File: src/accept_pkg.sv
// Shared offsets, field positions, reset values and codes of the acceptance block
package accept_pkg;

   // ===
   // Sizes
   // ===
   localparam int ADDR_W = 12; // APB address bits decoded
   localparam int ID_W = 29; // Standard 11 plus extended 18
   localparam int SID_W = 11; // Standard identifier bits
   localparam int NBUF = 6; // Buffers with extended id bytes
   localparam int NFILT = 4; // Filters 12 to 15
   localparam int SEL_W = 2; // Width of one mask-select field
   localparam int F15_IDX = 3; // Filter 15 within filters 12..15

   // ===
   // Register byte offsets
   // ===
   localparam logic [11:0] OFF_MODE = 12'h000;
   localparam logic [11:0] OFF_DIR = 12'h004;
   localparam logic [11:0] OFF_MSEL = 12'h008;
   localparam logic [11:0] MASK_BASE = 12'h010;
   localparam logic [11:0] MASK_STRIDE = 12'h010;
   localparam logic [11:0] REG_SIDH = 12'h000;
   localparam logic [11:0] REG_SIDL = 12'h004;
   localparam logic [11:0] REG_EIDH = 12'h008;
   localparam logic [11:0] REG_EIDL = 12'h00c;
   localparam logic [11:0] BUF_BASE = 12'h040;
   localparam logic [11:0] BUF_STRIDE = 12'h008;
   localparam logic [11:0] BUF_LOW = 12'h004;

   // ===
   // Field layout and reset values
   // ===
   localparam logic [7:0] SIDL_WMASK = 8'he3; // Bits 7-5 and 1-0
   localparam int EXTENDED_FRAME_FILTER_ENABLE_BIT = 3; // Frame-type mask bit
   localparam logic [1:0] MODE_RST = 2'h0;
   localparam logic [7:0] BYTE_RST = 8'h00;
   localparam logic [15:0] EID_RST = 16'h0000;
   localparam logic [31:0] WORD_RST = 32'h0000_0000;

   // ===
   // Codes
   // ===
   typedef enum logic [1:0] {
      MODE_LEGACY = 2'b00,
      MODE_ENHANCED = 2'b01,
      MODE_FIFO = 2'b10
   } mode_e;

   typedef enum logic [1:0] {
      SEL_MASK0 = 2'b00,
      SEL_MASK1 = 2'b01,
      SEL_FILT15 = 2'b10,
      SEL_NONE = 2'b11
   } mask_sel_e;

endpackage

File: src/accept_filter_core.sv
// Acceptance masks, mask select and buffer identifier bytes behind APB
//
// How it works
// - Receive buffer: id high byte read-only
// - Transmit buffer: id high byte read/write
// - Receive buffer: id low byte read-only
// - Buffer id bytes exist in modes 1, 2
// - Mask low bits 7-5 writable mask bits
// - Frame-type mask bit restricts frame type
// - Bits 4, 2 zero; bit 3 zero mode0
// - Mask extended high byte fully writable
// - Mask extended low byte fully writable
// - Four 2-bit mask-select fields, reset zero
// - Select codes: mask0, mask1, filter15, none
//
// Chosen here: the placing of the registers and register access over APB.
`timescale 1ns/100ps
module accept_filter_core
   import accept_pkg::*;
   #(
   parameter int NB = NBUF
   )
   (
   input wire logic pclk,
   input wire logic presetn,
   input wire logic [ADDR_W-1:0] paddr,
   input wire logic psel,
   input wire logic penable,
   input wire logic pwrite,
   input wire logic [31:0] pwdata,
   output logic [31:0] prdata,
   output logic pready,
   output logic pslverr,
   input wire logic rx_valid,
   input wire logic [ID_W-1:0] rx_id,
   input wire logic rx_ext,
   input wire logic rx_store,
   input wire logic [2:0] rx_store_buf,
   input wire logic [NFILT*ID_W-1:0] filter_id,
   input wire logic [NFILT-1:0] filter_ext,
   output logic [NFILT-1:0] match,
   output logic match_valid,
   output logic [NB*16-1:0] tx_ext_id,
   output logic [NB-1:0] buffer_direction_select,
   output logic enhanced_mode
   );

   // ==========================================================
   // APB handshake
   // ==========================================================
   logic pready_q; // One wait state, then answer
   logic pready_d;
   logic pslverr_q; // Unmapped address flag
   logic pslverr_d;
   logic [31:0] prdata_q; // Read data of the answer cycle
   logic [31:0] prdata_d;
   logic access; // Access phase in progress
   logic wr_go; // Write commits on this edge
   logic addr_hit; // Address decodes to a register
   logic [31:0] rdata; // Read value of current address

   assign access = psel & penable;
   // Write lands on the edge where pready is sampled high
   assign wr_go = access & pready_q & pwrite & addr_hit;

   // Answer after one wait state; data and error ride with it
   always_comb
   begin
      pready_d = access & ~pready_q;
      pslverr_d = access & ~pready_q & ~addr_hit;
      if (access && !pready_q && !pwrite)
      begin
         prdata_d = rdata;
      end
      else
      begin
         prdata_d = WORD_RST;
      end
   end

   // Handshake registers
   always_ff @(posedge pclk or negedge presetn)
   begin
      if (!presetn)
      begin
         pready_q <= 1'b0;
         pslverr_q <= 1'b0;
         prdata_q <= WORD_RST;
      end
      else
      begin
         pready_q <= pready_d;
         pslverr_q <= pslverr_d;
         prdata_q <= prdata_d;
      end
   end

   assign pready = pready_q;
   assign pslverr = pslverr_q;
   assign prdata = prdata_q;

   // ==========================================================
   // Mode, direction and mask-select registers
   // ==========================================================
   logic [1:0] mode_q; // Operating mode
   logic [1:0] mode_d;
   logic [NB-1:0] dir_q; // 1 = buffer transmits
   logic [NB-1:0] dir_d;
   logic [7:0] msel_q; // Filters 15..12, two bits each
   logic [7:0] msel_d;
   logic enh; // Mode 1 or 2 active

   assign enh = (mode_q != MODE_LEGACY);

   // Plain read/write control words
   always_comb
   begin
      mode_d = mode_q;
      dir_d = dir_q;
      msel_d = msel_q;
      if (wr_go && paddr == OFF_MODE)
      begin
         mode_d = pwdata[1:0];
      end
      if (wr_go && paddr == OFF_DIR)
      begin
         dir_d = pwdata[NB-1:0];
      end
      if (wr_go && paddr == OFF_MSEL)
      begin
         msel_d = pwdata[7:0];
      end
   end

   // Control registers
   always_ff @(posedge pclk or negedge presetn)
   begin
      if (!presetn)
      begin
         mode_q <= MODE_RST;
         dir_q <= '0;
         msel_q <= BYTE_RST;
      end
      else
      begin
         mode_q <= mode_d;
         dir_q <= dir_d;
         msel_q <= msel_d;
      end
   end

   assign enhanced_mode = enh;
   assign buffer_direction_select = dir_q;

   // ==========================================================
   // Acceptance masks 0 and 1
   // ==========================================================
   logic [7:0] sidh_q [2]; // Standard mask bits 10..3
   logic [7:0] sidh_d [2];
   logic [7:0] sidl_q [2]; // Low byte with frame-type bit
   logic [7:0] sidl_d [2];
   logic [7:0] eidh_q [2]; // Extended mask bits 15..8
   logic [7:0] eidh_d [2];
   logic [7:0] eidl_q [2]; // Extended mask bits 7..0
   logic [7:0] eidl_d [2];
   logic [ID_W-1:0] mask_vec [2]; // Full 29-bit mask
   logic [1:0] extended_frame_filter_enable; // Effective frame-type mask bits

   // Mask writes; each mask sits in its own 16-byte slot
   always_comb
   begin
      for (int n = 0; n < 2; n++)
      begin
         sidh_d[n] = sidh_q[n];
         sidl_d[n] = sidl_q[n];
         eidh_d[n] = eidh_q[n];
         eidl_d[n] = eidl_q[n];
         if (wr_go && paddr == 12'(MASK_BASE + n * MASK_STRIDE + REG_SIDH))
         begin
            sidh_d[n] = pwdata[7:0];
         end
         if (wr_go && paddr == 12'(MASK_BASE + n * MASK_STRIDE + REG_SIDL))
         begin
            // Bits 4 and 2 never store; bit 3 only in modes 1, 2
            sidl_d[n] = pwdata[7:0] & SIDL_WMASK;
            sidl_d[n][EXTENDED_FRAME_FILTER_ENABLE_BIT] = enh ? pwdata[EXTENDED_FRAME_FILTER_ENABLE_BIT] : sidl_q[n][EXTENDED_FRAME_FILTER_ENABLE_BIT];
         end
         if (wr_go && paddr == 12'(MASK_BASE + n * MASK_STRIDE + REG_EIDH))
         begin
            eidh_d[n] = pwdata[7:0];
         end
         if (wr_go && paddr == 12'(MASK_BASE + n * MASK_STRIDE + REG_EIDL))
         begin
            eidl_d[n] = pwdata[7:0];
         end
      end
   end

   // Mask registers; power-on content is cleared, not left unknown
   always_ff @(posedge pclk or negedge presetn)
   begin
      if (!presetn)
      begin
         for (int n = 0; n < 2; n++)
         begin
            sidh_q[n] <= BYTE_RST;
            sidl_q[n] <= BYTE_RST;
            eidh_q[n] <= BYTE_RST;
            eidl_q[n] <= BYTE_RST;
         end
      end
      else
      begin
         for (int n = 0; n < 2; n++)
         begin
            sidh_q[n] <= sidh_d[n];
            sidl_q[n] <= sidl_d[n];
            eidh_q[n] <= eidh_d[n];
            eidl_q[n] <= eidl_d[n];
         end
      end
   end

   // Assemble masks; frame-type bit is dead in mode 0
   always_comb
   begin
      for (int n = 0; n < 2; n++)
      begin
         mask_vec[n] = {sidh_q[n], sidl_q[n][7:5], sidl_q[n][1:0],
                        eidh_q[n], eidl_q[n]};
         extended_frame_filter_enable[n] = sidl_q[n][EXTENDED_FRAME_FILTER_ENABLE_BIT] & enh;
      end
   end

   // ==========================================================
   // Buffer identifier bytes
   // ==========================================================
   logic buf_sel; // Address lies in the buffer window
   logic [2:0] buf_idx; // Buffer addressed
   logic buf_low; // Low byte addressed
   logic [15:0] buf_word; // Word of the addressed buffer

   assign buf_sel = (paddr[ADDR_W-1:6] == BUF_BASE[ADDR_W-1:6])
                    && (paddr[5:3] < 3'(NB)) && (paddr[1:0] == 2'b00);
   assign buf_idx = paddr[5:3];
   assign buf_low = (paddr[2:0] == BUF_LOW[2:0]);

   // Storage filtered by direction and mode inside
   buffer_id_store #(
      .NB(NB)
   ) u_store (
      .pclk(pclk),
      .presetn(presetn),
      .sw_we(wr_go & buf_sel),
      .sw_buf(buf_idx),
      .sw_high(~buf_low),
      .sw_data(pwdata[7:0]),
      .dir(dir_q),
      .enhanced(enh),
      .rx_store(rx_store),
      .rx_buf(rx_store_buf),
      .rx_eid(rx_id[15:0]),
      .eid_flat(tx_ext_id)
   );

   assign buf_word = tx_ext_id[buf_idx*16 +: 16];

   // ==========================================================
   // Read decode
   // ==========================================================
   // Buffer bytes are unmapped in mode 0, so software sees an error
   always_comb
   begin
      rdata = WORD_RST;
      addr_hit = 1'b1;
      if (paddr == OFF_MODE)
      begin
         rdata[1:0] = mode_q;
      end
      else if (paddr == OFF_DIR)
      begin
         rdata[NB-1:0] = dir_q;
      end
      else if (paddr == OFF_MSEL)
      begin
         rdata[7:0] = msel_q;
      end
      else if (buf_sel && enh)
      begin
         if (buf_low)
         begin
            rdata[7:0] = buf_word[7:0];
         end
         else
         begin
            rdata[7:0] = buf_word[15:8];
         end
      end
      else
      begin
         addr_hit = 1'b0;
         for (int n = 0; n < 2; n++)
         begin
            if (paddr == 12'(MASK_BASE + n * MASK_STRIDE + REG_SIDH))
            begin
               rdata[7:0] = sidh_q[n];
               addr_hit = 1'b1;
            end
            if (paddr == 12'(MASK_BASE + n * MASK_STRIDE + REG_SIDL))
            begin
               rdata[7:0] = sidl_q[n] & SIDL_WMASK;
               rdata[EXTENDED_FRAME_FILTER_ENABLE_BIT] = extended_frame_filter_enable[n];
               addr_hit = 1'b1;
            end
            if (paddr == 12'(MASK_BASE + n * MASK_STRIDE + REG_EIDH))
            begin
               rdata[7:0] = eidh_q[n];
               addr_hit = 1'b1;
            end
            if (paddr == 12'(MASK_BASE + n * MASK_STRIDE + REG_EIDL))
            begin
               rdata[7:0] = eidl_q[n];
               addr_hit = 1'b1;
            end
         end
      end
   end

   // ==========================================================
   // Filter match for filters 12 to 15
   // ==========================================================
   logic [NFILT-1:0] hit; // Combinational per-filter result
   logic [NFILT-1:0] match_q; // Registered result
   logic [NFILT-1:0] match_d;
   logic match_valid_q; // Result strobe
   logic match_valid_d;

   // One comparator per filter; filter 15 doubles as a mask
   genvar f;
   generate
      for (f = 0; f < NFILT; f++)
      begin : g_filt
         id_compare u_cmp (
            .rx_id(rx_id),
            .rx_ext(rx_ext),
            .filt_id(filter_id[f*ID_W +: ID_W]),
            .filt_ext(filter_ext[f]),
            .mask0(mask_vec[0]),
            .mask1(mask_vec[1]),
            .mask_f15(filter_id[F15_IDX*ID_W +: ID_W]),
            .exiden0(extended_frame_filter_enable[0]),
            .exiden1(extended_frame_filter_enable[1]),
            .sel(msel_q[f*SEL_W +: SEL_W]),
            .hit(hit[f])
         );
      end
   endgenerate

   // Capture the verdict one cycle after the identifier strobe
   always_comb
   begin
      match_valid_d = rx_valid;
      match_d = rx_valid ? hit : match_q;
   end

   // Match registers; result holds until the next strobe
   always_ff @(posedge pclk or negedge presetn)
   begin
      if (!presetn)
      begin
         match_q <= '0;
         match_valid_q <= 1'b0;
      end
      else
      begin
         match_q <= match_d;
         match_valid_q <= match_valid_d;
      end
   end

   assign match = match_q;
   assign match_valid = match_valid_q;

endmodule

File: src/buffer_id_store.sv
// Extended identifier bytes of the transmit/receive buffers
`timescale 1ns/100ps
module buffer_id_store
   import accept_pkg::*;
   #(
   parameter int NB = NBUF
   )
   (
   input wire logic pclk,
   input wire logic presetn,
   input wire logic sw_we,
   input wire logic [2:0] sw_buf,
   input wire logic sw_high,
   input wire logic [7:0] sw_data,
   input wire logic [NB-1:0] dir,
   input wire logic enhanced,
   input wire logic rx_store,
   input wire logic [2:0] rx_buf,
   input wire logic [15:0] rx_eid,
   output logic [NB*16-1:0] eid_flat
   );

   // ==========================================================
   // One identifier word per buffer
   // ==========================================================
   genvar b;
   generate
      for (b = 0; b < NB; b++)
      begin : g_buf
         logic [15:0] eid_q; // High byte in 15:8, low in 7:0
         logic [15:0] eid_d;

         // Receiver loads only buffers set to receive
         always_comb
         begin
            eid_d = eid_q;
            if (enhanced && rx_store && rx_buf == 3'(b) && !dir[b])
            begin
               eid_d = rx_eid;
            end
            // Software owns the bytes only in transmit direction
            if (enhanced && sw_we && sw_buf == 3'(b) && dir[b])
            begin
               if (sw_high)
               begin
                  eid_d[15:8] = sw_data;
               end
               else
               begin
                  eid_d[7:0] = sw_data;
               end
            end
         end

         // Storage
         always_ff @(posedge pclk or negedge presetn)
         begin
            if (!presetn)
            begin
               eid_q <= EID_RST;
            end
            else
            begin
               eid_q <= eid_d;
            end
         end

         assign eid_flat[b*16 +: 16] = eid_q;
      end
   endgenerate

endmodule

File: src/id_compare.sv
// Identifier comparison of one filter under its selected mask
`timescale 1ns/100ps
module id_compare
   import accept_pkg::*;
   (
   input wire logic [ID_W-1:0] rx_id,
   input wire logic rx_ext,
   input wire logic [ID_W-1:0] filt_id,
   input wire logic filt_ext,
   input wire logic [ID_W-1:0] mask0,
   input wire logic [ID_W-1:0] mask1,
   input wire logic [ID_W-1:0] mask_f15,
   input wire logic exiden0,
   input wire logic exiden1,
   input wire logic [SEL_W-1:0] sel,
   output logic hit
   );

   // ==========================================================
   // Mask choice and compare
   // ==========================================================
   logic [ID_W-1:0] mask; // Mask after selection
   logic type_chk; // Frame type must match the filter
   logic [ID_W-1:0] diff; // Masked differing bits

   // Select mask, then compare only the bits it keeps
   always_comb
   begin
      mask = '1;
      type_chk = 1'b0;
      case (mask_sel_e'(sel))
         SEL_MASK0:
         begin
            mask = mask0;
            type_chk = exiden0;
         end
         SEL_MASK1:
         begin
            mask = mask1;
            type_chk = exiden1;
         end
         SEL_FILT15: mask = mask_f15;
         SEL_NONE:
         begin
            // Exact match, frame type included
            mask = '1;
            type_chk = 1'b1;
         end
         default: mask = '1;
      endcase
      diff = (rx_id ^ filt_id) & mask;
      // Standard frames carry no extended bits to compare
      if (!rx_ext)
      begin
         diff[ID_W-SID_W-1:0] = '0;
      end
      hit = (diff == '0) && (!type_chk || (rx_ext == filt_ext));
   end

endmodule
File: config.mk
export PLATFORM = sky130hd
export DESIGN_NAME = accept_filter_core
export DESIGN_NICKNAME = d
export VERILOG_FILES = /design/src/accept_pkg.sv /design/src/accept_filter_core.sv /design/src/buffer_id_store.sv /design/src/id_compare.sv
export SDC_FILE = /design/constraint.sdc
export NUM_CORES = 1
export LEC_CHECK = 0
export ABC_CLOCK_PERIOD_IN_PS = 5300
export BUFFER_PORTS_ARGS = -buffer_cell sky130_fd_sc_hd__clkbuf_2
export CAP_MARGIN = 20
export CORE_ASPECT_RATIO = 1.1
export CORE_MARGIN = 2
export CORE_UTILIZATION = 35
export DETAILED_ROUTE_END_ITERATION = 7
export PLACE_DENSITY = 0.54
export REMOVE_ABC_BUFFERS = 1
export SYNTH_ARGS = -nofsm -noshare
export SYNTH_HDL_FRONTEND = slang
export SYNTH_HIERARCHICAL = 1
export SYNTH_SLANG_ARGS = --single-unit
File: constraint.sdc
create_clock -name pclk -period 5.3 [get_ports pclk]
set_clock_uncertainty 0.2 [all_clocks]
set_input_delay 0.53 -clock pclk [delete_from_list [all_inputs] [get_ports pclk]]
set_output_delay 0.53 -clock pclk [all_outputs]
set_load 0.005 [all_outputs]
==> qor.csv <==
metric,value,unit
CTS buffer count,17,
clock-pin slew on the worst setup and hold paths,0.08,ns
mean routed wirelength per cell,29.00,um
largest family of logic cells by synthesized area,multiplexers,
Port Buffers,297,
Bufs on Longest Clock Path,2,
"commonest non-fill, non-tap cells in the layout","clkbuf_2, dfrtp_1, o21ai_0",
Setup Viol. Count Final,0,
Post-synth ARST share,1.000,
Least-Margin Pin Slew,1.174,ns
Final Core Density,0.4147,
failing checks,hold timing,
#FFs+latches synth,187,
vias in the first global route,14750,
CP arrival,3.90,ns
initial antenna violation count,1,
Synth Area in Compound Gates,0.1884,
startpoint types,primary input,
Syn. warnings,6,
internal reg-to-reg setup slack,1.60,ns
Synth cell types,77,
adder-cell area share of the yosys netlist,0,
Die Area,43410,um2
io pins,346,
initial drt markers,1503,
relative slew slack,0.2157,
hold slack,-0.05347,ns
leakage power,6.945,nW
final setup margin,1.590,ns
post-synth top area cell,dfrtp_1,
PostCTS Resize Cnt,0,
TritonCTS clock tree,built,
Syn Area/Cell,9.170,um2
RD Place Congestion,0.9607,
Yosys top cell area share,0.3202,
H-tree levels,4,
crit path time final,3.710,ns
drc violations,0,
Skew-Pair Late Insertion Delay,0.47,ns
Starting Density,0.3549,
largest net degree at the start of global routing,107,
Post-Synth XOR/XNOR Area,0.07191,
share of post-route cells with drive strength above 1,0.2823,
Final Max Tran Viols,0,
worst r2r src,msel_q[0]$_DFFE_PN0P_,
WP data required,5.49,ns
CP max FO,13,
MaxCap Viol Count,0,
Simple-Gate Fraction of Synth Area,0.1676,
"Period Utilization, post-route",0.7000,
Post-CTS Setup Inserts,0,
DPL Wire Length,49660,um
FMAX,0.2696,GHz
core area,41180,um2
Clock Tree Root,clkbuf_16,
final hold vios,30,
fillcell total,4196,
register area share after synthesis,0.3202,
row count,78,
drt pass-1 iters,6,
area delta synth->final,16.84,%
GR Overflow Total,0,
mux cell area share after synthesis,0.1943,
dpl ws,1.215,ns
Vias per Instance,6.314,
Post-Syn Instances,1594,
Worst R2R Path Depth,7,
chip width,198.8,um
status,"finished, violations left",
gr usage total,0.3140,
VDD IR-drop max,0.0002296,V
RSZ-0062 raised after global routing,false,
"EDFF count, synth",0,
Nets,2019,
worst min-delay path class,in -> async,
# hold bufs at CTS,0,
CP Class,in -> reg,
Antenna Violating Nets Remaining,0,
Post-Route WL,69280,um
global-route wire length before repair,99770,um
worst r2r dst,match[0]$_DFFE_PN0P_,
Crit. End Element,register,
pwr/cell area,203.0,nW/um2
synthesized area,14620,um2
clk sinks,187,
"most common cell after layout, fill and taps aside",clkbuf_2,
via count,15080,
setup TNS,0,ns
cells taking the most area after synthesis,"dfrtp_1, mux2i_1, mux2_2, xor2_1, o21ai_0",
commonest register cell after synthesis,dfrtp_1,
die height,218.3,um
## kinds of logic (layout without fill, tap and decap cells)
kind of cell    Yosys count  in the layout
compound gates          458            458
xor+xnor                120            120
buf+inv                 160            371
flops                   187            187
mux                     240            240
other cells               1             25
simple gates            428            428
## Yosys cell counts, types with 25 or more instances
master	n
buf_4	25
mux2_2	93
buf_2	37
nor3_1	125
mux2i_1	118
o21ai_1	49
nor2_1	41
nand3_1	90
a31oi_1	98
nand4_1	26
o22ai_1	45
xor2_1	108
clkbuf_1	72
dfrtp_1	187
o21ai_0	178
nand2_1	34
## flip-flops by register name, summed over array words and instances (netlist names)
register	count
u_store/g_buf.eid_q	96
mask_vec	26
eidh_q	16
eidl_q	16
msel_q	8
prdata	8
buffer_direction_select	6
match	4
mode_q	2
sidl_q	2
match_valid	1
pready	1
pslverr	1
## layer usage
metal,part of all wire,global-route usage,routed length [um]
met4,0.037,0.1214,2567
met3,0.078,0.05324,5432
met1,0.41,0.4122,28420
met5,0,0,0
met2,0.47,0.5152,32850
## critical path: stages
cell and delay (ns):
clkbuf_2 0.22, or4b_1 0.77, o2bb2a_4 0.28, o22ai_2 0.21, nand2_2 0.06, buf_4 0.23, nor3_1 0.17, buf_4 0.19
nand4b_1 0.45, or2_1 0.55, a31oi_2 0.21
## stage by stage
step                      total power [mW]  hold WS, ns  instance area [um2]  std cells
after detailed placement             1.948       0.2974                16370       2353
after global routing                 3.569      0.03298                17080       2388
after global placement               1.951       0.2841                16340       2352
after CTS                            3.467      0.01198                17050       2385
after floorplan                      1.629      0.03441                13890       1465
final                                3.466     -0.05347                17080       2389
## layout make-up
cell class | count | area [um2] | share of cell area
antenna | 1 | 2.502 | 0.0001465
clock buffer | 17 | 425.4 | 0.02491
clock inverter | 15 | 257.7 | 0.01509
inverter | 8 | 30.03 | 0.001758
multi-input combinational | 1270 | 9205 | 0.5390
sequential | 187 | 4682 | 0.2742
tap | 560 | 700.7 | 0.04103
timing repair buffer | 331 | 1774 | 0.1039
## how the worst max path moves through the flow
stage / from / endpoint / slack, ns
3_3_place_gp: paddr[1] / u_store/g_buf[0].eid_q[7]$_DFF_PN0_ / 1.23
3_5_place_dp: paddr[1] / u_store/g_buf[0].eid_q[14]$_DFF_PN0_ / 1.21
4_1_cts: msel_q[0]$_DFFE_PN0P_ / match[0]$_DFFE_PN0P_ / 1.68
2_1_floorplan: paddr[1] / u_store/g_buf[5].eid_q[4]$_DFF_PN0_ / 1.30
5_1_grt: msel_q[0]$_DFFE_PN0P_ / match[0]$_DFFE_PN0P_ / 1.50
6_report: paddr[1] / u_store/g_buf[0].eid_q[7]$_DFF_PN0_ / 1.59
## power breakdown
group	switching [mW]	internal, mW	total (mW)
logic	0.364	0.144	0.509
clock network	0.670	0.860	1.53
registers	0.000916	1.43	1.43
total	1.04	2.43	3.47
Note: power is estimated with default switching activity, not from simulation.
